===== src/rtl/msi_cap_defines.svh =====
// Register offsets, field positions, reset values and codes of the interrupt capability block
`ifndef MSI_CAP_DEFINES_SVH
`define MSI_CAP_DEFINES_SVH

`define OFS_MSI_CAP_CONTROL 8'hD0
`define OFS_MSI_DEST_LOW 8'hD4
`define OFS_MSI_DEST_HIGH 8'hD8
`define OFS_MSI_PAYLOAD 8'hDC
`define OFS_SUBSYS_CAP_HEADER 8'hF0
`define OFS_LOCK_CTRL 8'hE0
`define OFS_IRQ_STATUS 8'hE4
`define OFS_IRQ_ENABLE 8'hE8
`define OFS_IRQ_CLEAR 8'hEC

`define MSI_CAPABILITY_CODE 8'h05
`define SUBSYS_CAPABILITY_CODE 8'h0D
`define NEXT_LINK_RESET 8'h00
`define ENABLE_BIT 16
`define REQ_COUNT_LO 17
`define GRANT_COUNT_LO 20
`define WIDE_CAPABLE_BIT 23
`define REQ_COUNT_VALUE 3'h0
`define GRANT_COUNT_VALUE 3'h0
`define WIDE_CAPABLE_VALUE 1'h1
`define DEST_LOW_MASK 32'hFFFFFFFC
`define PAYLOAD_MASK 32'h0000FFFF

`define IRQ_SENT_BIT 0
`define IRQ_DROP_BIT 1
`define IRQ_BITS 2

`define RESP_OKAY 2'h0
`define RESP_SLVERR 2'h2

`endif


===== src/rtl/msi_cap_pkg.sv =====
// Types of the interrupt capability block
`default_nettype none
package msi_cap_pkg;

	typedef enum logic [1:0]
	{
		MSG_IDLE = 2'h1,
		MSG_SEND = 2'h2
	} msg_state_e;

	typedef struct packed
	{
		logic aw_full;
		logic [7:0] aw_addr;
		logic w_full;
		logic [31:0] w_data;
		logic [3:0] w_strb;
		logic b_valid;
		logic [1:0] b_resp;
		logic r_valid;
		logic [31:0] r_data;
		logic [1:0] r_resp;
		logic [7:0] next_link;
		logic enable;
		logic [29:0] dest_low;
		logic [31:0] dest_high;
		logic [15:0] payload;
		logic [7:0] subsys_link;
		logic link_lock;
		logic [1:0] irq_status;
		logic [1:0] irq_enable;
		msg_state_e state;
		logic [63:0] msg_addr;
		logic msg_wide;
		logic [31:0] msg_data;
	} state_s;

endpackage : msi_cap_pkg
`default_nettype wire


===== src/rtl/msi_capability_block.sv =====
// Message signaled interrupt capability with AXI4-Lite register access
`timescale 1ns/1ns
`default_nettype none
`include "msi_cap_defines.svh"

////////////////////////////////////////////////////////////////////////////////
module msi_capability_block
(
	input wire logic core_clk,
	input wire logic rst,
	input wire logic [7:0] s_axi_awaddr,
	input wire logic s_axi_awvalid,
	output logic s_axi_awready,
	input wire logic [31:0] s_axi_wdata,
	input wire logic [3:0] s_axi_wstrb,
	input wire logic s_axi_wvalid,
	output logic s_axi_wready,
	output logic [1:0] s_axi_bresp,
	output logic s_axi_bvalid,
	input wire logic s_axi_bready,
	input wire logic [7:0] s_axi_araddr,
	input wire logic s_axi_arvalid,
	output logic s_axi_arready,
	output logic [31:0] s_axi_rdata,
	output logic [1:0] s_axi_rresp,
	output logic s_axi_rvalid,
	input wire logic s_axi_rready,
	input wire logic irq_event,
	output logic msg_valid,
	input wire logic msg_ready,
	output logic [63:0] msg_addr,
	output logic msg_wide,
	output logic [31:0] msg_data,
	output logic irq
);

	msi_cap_pkg::state_s q, d;
	logic do_write;
	logic do_read;
	logic [31:0] wmask;
	logic [31:0] rd_word;
	logic rd_hit;
	logic wr_hit;
	logic [1:0] ev;

	////////////////////////////////////////////////////////////////////////////////
	// Bus handshakes

	assign s_axi_awready = !q.aw_full;
	assign s_axi_wready = !q.w_full;
	assign s_axi_arready = !q.r_valid;
	assign s_axi_bvalid = q.b_valid;
	assign s_axi_bresp = q.b_resp;
	assign s_axi_rvalid = q.r_valid;
	assign s_axi_rdata = q.r_data;
	assign s_axi_rresp = q.r_resp;
	assign msg_valid = (q.state == msi_cap_pkg::MSG_SEND);
	assign msg_addr = q.msg_addr;
	assign msg_wide = q.msg_wide;
	assign msg_data = q.msg_data;
	assign irq = |(q.irq_status & q.irq_enable);

	assign do_write = q.aw_full && q.w_full && !q.b_valid;
	assign do_read = s_axi_arvalid && !q.r_valid;
	assign wmask = {{8{q.w_strb[3]}}, {8{q.w_strb[2]}}, {8{q.w_strb[1]}}, {8{q.w_strb[0]}}};

	////////////////////////////////////////////////////////////////////////////////
	// Read and write decode

	always_comb
	begin
		rd_word = 32'h00000000;
		rd_hit = 1'b1;
		unique case (s_axi_araddr)
			`OFS_MSI_CAP_CONTROL:
			begin
				rd_word[7:0] = `MSI_CAPABILITY_CODE;
				rd_word[15:8] = q.next_link;
				rd_word[`ENABLE_BIT] = q.enable;
				rd_word[`REQ_COUNT_LO +: 3] = `REQ_COUNT_VALUE;
				rd_word[`GRANT_COUNT_LO +: 3] = `GRANT_COUNT_VALUE;
				rd_word[`WIDE_CAPABLE_BIT] = `WIDE_CAPABLE_VALUE;
			end
			`OFS_MSI_DEST_LOW: rd_word = {q.dest_low, 2'h0};
			`OFS_MSI_DEST_HIGH: rd_word = q.dest_high;
			`OFS_MSI_PAYLOAD: rd_word = {16'h0000, q.payload};
			`OFS_SUBSYS_CAP_HEADER: rd_word = {16'h0000, q.subsys_link, `SUBSYS_CAPABILITY_CODE};
			`OFS_LOCK_CTRL: rd_word = {31'h00000000, q.link_lock};
			`OFS_IRQ_STATUS: rd_word = {30'h00000000, q.irq_status};
			`OFS_IRQ_ENABLE: rd_word = {30'h00000000, q.irq_enable};
			`OFS_IRQ_CLEAR: rd_word = 32'h00000000;
			default: rd_hit = 1'b0;
		endcase
	end

	always_comb
	begin
		unique case (q.aw_addr)
			`OFS_MSI_CAP_CONTROL, `OFS_MSI_DEST_LOW, `OFS_MSI_DEST_HIGH, `OFS_MSI_PAYLOAD,
			`OFS_SUBSYS_CAP_HEADER, `OFS_LOCK_CTRL, `OFS_IRQ_STATUS, `OFS_IRQ_ENABLE,
			`OFS_IRQ_CLEAR: wr_hit = 1'b1;
			default: wr_hit = 1'b0;
		endcase
	end

	////////////////////////////////////////////////////////////////////////////////
	// Next state

	always_comb
	begin
		d = q;
		ev = 2'h0;

		if (s_axi_awvalid && !q.aw_full)
		begin
			d.aw_full = 1'b1;
			d.aw_addr = s_axi_awaddr;
		end
		if (s_axi_wvalid && !q.w_full)
		begin
			d.w_full = 1'b1;
			d.w_data = s_axi_wdata;
			d.w_strb = s_axi_wstrb;
		end
		if (q.b_valid && s_axi_bready)
			d.b_valid = 1'b0;

		if (do_write)
		begin
			d.aw_full = 1'b0;
			d.w_full = 1'b0;
			d.b_valid = 1'b1;
			d.b_resp = wr_hit ? `RESP_OKAY : `RESP_SLVERR;
			unique case (q.aw_addr)
				`OFS_MSI_CAP_CONTROL:
				begin
					if (q.w_strb[1] && !q.link_lock)
						d.next_link = q.w_data[15:8];
					if (q.w_strb[2])
						d.enable = q.w_data[`ENABLE_BIT];
				end
				`OFS_MSI_DEST_LOW:
					d.dest_low = (q.w_data[31:2] & wmask[31:2]) | (q.dest_low & ~wmask[31:2]);
				`OFS_MSI_DEST_HIGH:
					d.dest_high = (q.w_data & wmask) | (q.dest_high & ~wmask);
				`OFS_MSI_PAYLOAD:
					d.payload = 16'((q.w_data & wmask & `PAYLOAD_MASK) | ({16'h0000, q.payload} & ~wmask));
				`OFS_SUBSYS_CAP_HEADER:
					if (q.w_strb[1] && !q.link_lock)
						d.subsys_link = q.w_data[15:8];
				`OFS_LOCK_CTRL:
					if (q.w_strb[0])
						d.link_lock = q.w_data[0];
				`OFS_IRQ_ENABLE:
					if (q.w_strb[0])
						d.irq_enable = q.w_data[1:0];
				`OFS_IRQ_CLEAR:
					if (q.w_strb[0])
						d.irq_status = q.irq_status & ~q.w_data[1:0];
				default:
				begin
				end
			endcase
		end

		if (q.r_valid && s_axi_rready)
			d.r_valid = 1'b0;
		if (do_read)
		begin
			d.r_valid = 1'b1;
			d.r_data = rd_word;
			d.r_resp = rd_hit ? `RESP_OKAY : `RESP_SLVERR;
		end

		// Message generator
		unique case (q.state)
			msi_cap_pkg::MSG_IDLE:
				if (irq_event)
				begin
					if (q.enable)
					begin
						d.state = msi_cap_pkg::MSG_SEND;
						d.msg_wide = (q.dest_high != 32'h00000000);
						d.msg_addr = d.msg_wide ? {q.dest_high, q.dest_low, 2'h0}
							: {32'h00000000, q.dest_low, 2'h0};
						d.msg_data = {16'h0000, q.payload};
						ev[`IRQ_SENT_BIT] = 1'b1;
					end
					else
						ev[`IRQ_DROP_BIT] = 1'b1;
				end
			msi_cap_pkg::MSG_SEND:
			begin
				if (irq_event)
					ev[`IRQ_DROP_BIT] = 1'b1;
				if (msg_ready)
					d.state = msi_cap_pkg::MSG_IDLE;
			end
		endcase

		// Set wins over clear
		d.irq_status = d.irq_status | ev;

		if (rst)
		begin
			d = '0;
			d.next_link = `NEXT_LINK_RESET;
			d.subsys_link = `NEXT_LINK_RESET;
			d.state = msi_cap_pkg::MSG_IDLE;
		end
	end

	always_ff @(posedge core_clk)
		q <= d;

endmodule : msi_capability_block

`default_nettype wire


===== config.mk =====
export PLATFORM = sky130hd
export DESIGN_NAME = msi_capability_block
export DESIGN_NICKNAME = d
export VERILOG_FILES = /design/src/rtl/msi_cap_pkg.sv /design/src/rtl/msi_capability_block.sv
export VERILOG_INCLUDE_DIRS = /design/src /design/src/rtl
export SDC_FILE = /design/constraint.sdc
export NUM_CORES = 1
export LEC_CHECK = 0
export BUFFER_PORTS_ARGS = -buffer_cell sky130_fd_sc_hd__buf_2
export CAP_MARGIN = 20
export CELL_PAD_IN_SITES_DETAIL_PLACEMENT = 1
export CELL_PAD_IN_SITES_GLOBAL_PLACEMENT = 1
export CORE_MARGIN = 10
export CORE_UTILIZATION = 44
export DETAILED_ROUTE_END_ITERATION = 6
export PLACE_DENSITY_LB_ADDON = 0.1
export SYNTH_ARGS = -nofsm -noshare
export SYNTH_HDL_FRONTEND = slang
export SYNTH_SLANG_ARGS = --single-unit
export TNS_END_PERCENT = 100

===== constraint.sdc =====
create_clock -name core_clk -period 4 [get_ports core_clk]
set_clock_uncertainty 0.15 [all_clocks]
set_input_delay 0.4 -clock core_clk [delete_from_list [all_inputs] [get_ports core_clk]]
set_output_delay 0.4 -clock core_clk [all_outputs]
set_load 0.05 [all_outputs]

### After elaboration in Yosys (flattened, before gate mapping)

Index checks and enable logic that the tools add are counted.

| word-level totals | value |
|---|---|
| register bits after elaboration | 267 |
| input port bits | 61 |
| output and inout bits | 140 |
| logic and storage cells | 116 |

| cells by class | value |
|---|---|
| eq/ne operators | 23 |
| mux-type cells | 26 |
| bitwise logic cells | 14 |
| reductions and logical operators | 30 |

Operators by type and width:

| kind | number |
|---|---|
| $mux 99 | 2 |
| $pmux 24 s8 | 1 |
| $eq 8x8->1 const B | 18 |
| $and 32x32->32 | 2 |
| $mux 64 | 1 |
| $and 30x30->30 | 2 |
| $mux 35 | 1 |
| $not 32->32 | 1 |
| $or 32x32->32 | 1 |
| $reduce_bool 32->1 | 1 |
| $not 30->30 | 1 |
| $or 30x30->30 | 1 |
| $reduce_and 3->1 | 7 |
| $reduce_or 9->1 | 2 |
| $and 16x16->16 | 1 |
| $mux 2 | 8 |
| $or 16x16->16 | 1 |
| $pmux 8 s2 | 1 |
| $logic_and 1x1->1 | 8 |
| $mux 1 | 8 |
| $reduce_and 2->1 | 3 |
| $logic_not 1->1 | 5 |
| $and 2x2->2 | 2 |
| $mux 4 | 1 |
| 11 further kinds | 14 |

### Depth between registers and ports, before layout

| depth | value |
|---|---|
| word-level depth | 6 |
| depth in mapped cells | 8 |
| gate-level depth less buffers | 5 |

### Worst setup path after synthesis

Ideal clock, no wire load.

| timing | value |
|---|---|
| path type | register to register |
| start point | register q (netlist bit s_axi_rvalid) |
| end point | register q (netlist bit s_axi_rdata[11]) |
| setup time | 0.124 ns |
| arrival | 1.891 ns |
| required time | 3.726 ns |
| slack | 1.835 ns |
| cell stages (with the launch flop) | 7 |
| buffers on the path | 1 |
| clock period less this slack | 2.165 ns |
| path through | dfxtp_1 -> inv_1 -> nand2_1 -> nor2_1 -> nand2_1 -> clkbuf_2 -> o21ai_0 |

| between the ends | value |
|---|---|
| word-level cells in the longest chain between the ends | 2 |

Ends and longest elaborated chain:

| what | RTL line | RTL |
|---|---|---|
| from (decl) | msi_capability_block.sv:37 | `msi_cap_pkg::state_s q, d;` |
| from (signal assigned) | msi_capability_block.sv:214 | `q <= d;` |
| $logic_not 1->1 | -- |  |
| named net s_axi_arready | msi_capability_block.sv:23 | `output logic s_axi_arready,` |
| $logic_and 1x1->1 | msi_capability_block.sv:64 | `assign do_read = s_axi_arvalid && !q.r_valid;` |

The timed path passes the listed nets, and every way through them passes these cells.
A chain may end at the register's enable or synchronous reset.

### Worst setup path after layout

| timing | value |
|---|---|
| start point | register q[273] (netlist name) |
| end point | register q[104] (netlist name) |

| between the ends | value |
|---|---|
| word-level cells in the longest chain between the ends | 3 |

Ends and longest elaborated chain:

| what | RTL line | RTL |
|---|---|---|
| $logic_and 1x1->1 (2 in series) | msi_capability_block.sv:63 | `assign do_write = q.aw_full && q.w_full && !q.b_valid;` |
| $reduce_and 3->1 (no line) | -- |  |

Every way passes these cells.

==> summary.md <==
| Metric | Value |
|---|---|
| WP data arrival | 2.70 ns |
| DR vias/cell | 5.266 |
| Relative slew slack | 0.3444 |
| H-tree depth | 1 |
| Cell Pwr Density | 442.6 nW/um^2 |
| Hpwl dp | 25.00 mm |
| Critical path capture point | q[104]$_SDFFE_PP0P_ |
| FF-to-FF setup slack | 1.53 ns |
| Clk slew on worst S/H paths | 0.06 ns |
| Slew @ Worst Pin | 0.9833 ns |
| Syn-to-layout area delta | 14.17% |
| Reg2reg path depth | 5 |
| Fin area | 12720 um^2 |
| # hold bufs at CTS | 50 |
| MaxCap Viol Count | 0 |
| WL final | 35.57 mm |
| Mapped Cells | 1354 |
| Crit Path Class | flip-flop to flip-flop |
| Critical Path Start | q[273]$_SDFFE_PP0P_ |
| Primary FF master, synth | dfxtp_1 |
| Worst slack, placed | 1.425 ns |
| Outcome | complete, no violations |
| CTS Sinks | 263 |
| Final Hold Vio Count | 0 |
| # port buffers | 180 |
| DRT iter0 DRCs | 694 |
| Die X | 179.2 um |
| RSZ-0062 raised after global routing | false |
| Placeable Area | 25040 um^2 |
| Period Utilization, post-route | 0.6169 |
| Antenna cell count | 0 |
| Final antenna-violating net count | 0 |
| Synth top area share | 0.4724 |
| CTS tree | yes |
| Placed Area | 11270 um^2 |
| Ys Warns | 0 |
| Worst setup SP type | flip-flop |
| RePlAce Congestion | 0.9049 |
| Pleak | 5.070 nW |
| Wire per inst | 19.97 um |
| CP Cell Sequence | nand3b_4 > nor4_4 > nand3_2 > mux2i_1 > nor2_1 |
| Fmax | 405.3 MHz |
| Setup Fix Bufs, Post-CTS | 0 |
| Final setup margin | 1.532 ns |
| GR Util All Layers | 0.2151 |
| Largest net degree at the start of global routing | 143 |
| Critical path buffers and inverters | 0 |
| Net count, final | 1493 |
| #FFs+latches synth | 263 |
| Max Slew Vio Count | 0 |
| Crit end category | flip-flop |
| Max incr delay on CP | 0.68 ns |
| Crit Path Max Fanout | 13 |
| CTS root buf | clkbuf_16 |
| Proportion of synthesized chip area in sequential cells | 0.4724 |
| Rows | 58 |
| Die footprint | 32090 um^2 |
| Crit-path leading delay family | simple AND/OR/NAND/NOR gates |
| R2R Path Start | q[273]$_SDFFE_PP0P_ |
| Synth top area cells | dfxtp_1 (47%), nand2_1 (14%), buf_4 (9.2%) |
| Vias in the first global route | 9576 |
| Initial Utilization | 0.4451 |
| Maximum vdd drop | 0.2633 mV |
| Mapped Area | 11140 um^2 |
| Initial antenna violation count | 0 |
| Post-synth EDFFs | 0 |
| Num ports | 201 |
| Hold crit path type | input pin to flip-flop |
| Crit path required time | 4.23 ns |
| Final Critical Period | 2.468 ns |
| Async S/R FF share, synth | 0 |
| Hold WS | 0.06441 ns |
| First-pass GRT wire length | 55.30 mm |
| CTS resizes | 0 |
| Grt ovf | 0 |
| Setup TNS | 0 ns |
| Cell taking the most area after synthesis | dfxtp_1 |
| Share of cells above drive strength 1 | 0.1923 |
| Clock tree buffer depth | 3 |
| Worst-Skew Late Latency | 0.54 ns |
| Number of cells on the critical path | 5 |
| Slowest CP cell | nor4_4 |
| Setup Viol. Count Final | 0 |
| Via Count | 9379 |
| Number of remaining DRC errors | 0 |
| Router iterations before antenna repair | 5 |
| Die height | 179.2 um |
| Syn_area_per_cell | 8.231 um^2 |
| Synth cell types | 58 |
| RR Endpoint | q[104]$_SDFFE_PP0P_ |
| Clock buffer count from CTS | 28 |
cell families after synthesis:
group	count (synthesis)	share of synthesized area
compound gates	269	0.1427
buf+inv	218	0.1242
flops	263	0.4724
mux	45	0.04334
other cells	1	0.0003365
simple gates	558	0.2170
cells in the final DEF, fill, tap and decap left out, types with 9 or more instances in the layout:
master | synthesis | final
clkbuf_16 | 0 | 29
nor3_1 | 12 | 12
dfxtp_1 | 263 | 263
mux2i_1 | 37 | 37
nand2_1 | 404 | 404
buf_2 | 15 | 179
a221oi_1 | 12 | 12
a21oi_1 | 177 | 177
conb_1 | 1 | 20
and3_1 | 14 | 14
nor4_1 | 9 | 9
o21ai_0 | 23 | 23
nand3_1 | 12 | 11
dlygate4sd3_1 | 0 | 50
a22oi_1 | 17 | 17
a21oi_2 | 16 | 16
nor2_1 | 63 | 62
area by class of cell:
type	count	area, um^2
Inverter	6	22.52
Tap cell	330	412.9
Fill cell	3010	12310
Timing Repair Buffer	241	1530
Clock inverter	4	45.04
Multi-Input combinational cell	892	4582
Clock buffer	45	865.8
Sequential cell	263	5265
per-stage QoR:
stage                     power (mW)  std cells    util
after CTS                      5.663       1779  0.5065
after global placement         3.064       1680  0.4501
after floorplan                2.988       1373       -
after global routing           5.817       1781  0.5082
after detailed placement       3.071       1680  0.4501
final                          5.631       1781  0.5082
power by group:
group	internal (mW)	switching (mW)	leakage (nW)	total [mW]
sequential	2.66	0.0552	2.13	2.71
combinational	0.116	0.233	2.49	0.349
clock	1.53	1.04	0.450	2.57
total	4.30	1.33	5.07	5.63
cells in the mapped netlist, types with 3 or more instances:
cell / n
mux2_2: 6
nor4_1: 9
nor3_1: 12
mux2i_1: 37
and2_0: 3
a21oi_2: 16
a32o_1: 3
nor2_1: 63
a21oi_1: 177
buf_2: 15
nand3_2: 3
nand3b_1: 3
nor3_2: 4
and2b_1: 3
clkbuf_1: 53
buf_4: 137
nand3_1: 12
o21ai_0: 23
nand2b_1: 3
nor2b_1: 6
dfxtp_1: 263
o21ai_1: 4
a221oi_1: 12
nand2_1: 404
a22oi_1: 17
nand4_1: 5
a221oi_2: 4
buf_6: 4
and3_1: 14
inv_1: 6
worst reg2reg max path, delay by kind of cell (launching register included):
kind,cells,cell delay [ns]
and+or+nand+nor,4,1.43
muxes,1,0.32
DFF,1,0.41
layer usage:
metal,part of all wire,wire [um],global-route usage
met2,0.45,15840,0.3354
met3,0.068,2412,0.03707
met5,0,0,0
met1,0.47,16830,0.3061
met4,0.014,482,0.04236
worst min-delay path by stage:
stage	to	slack [ns]	cells after the start	start
global route	q[102]$_SDFF_PP0_	0.12	3	irq_event
finish	q[98]$_SDFFE_PP0P_	0.06	3	irq_event
floorplan	s_axi_rdata[10]$_SDFFE_PP0P_	0.28	2	s_axi_rdata[10]$_SDFFE_PP0P_
detailed placement	msg_addr[58]$_SDFFE_PP0P_	0.30	2	msg_addr[58]$_SDFFE_PP0P_
global placement	s_axi_rdata[11]$_SDFFE_PP0P_	0.29	2	s_axi_rdata[11]$_SDFFE_PP0P_
CTS	q[98]$_SDFFE_PP0P_	0.05	3	irq_event
No activity file was read; power rests on OpenSTA's default activity.
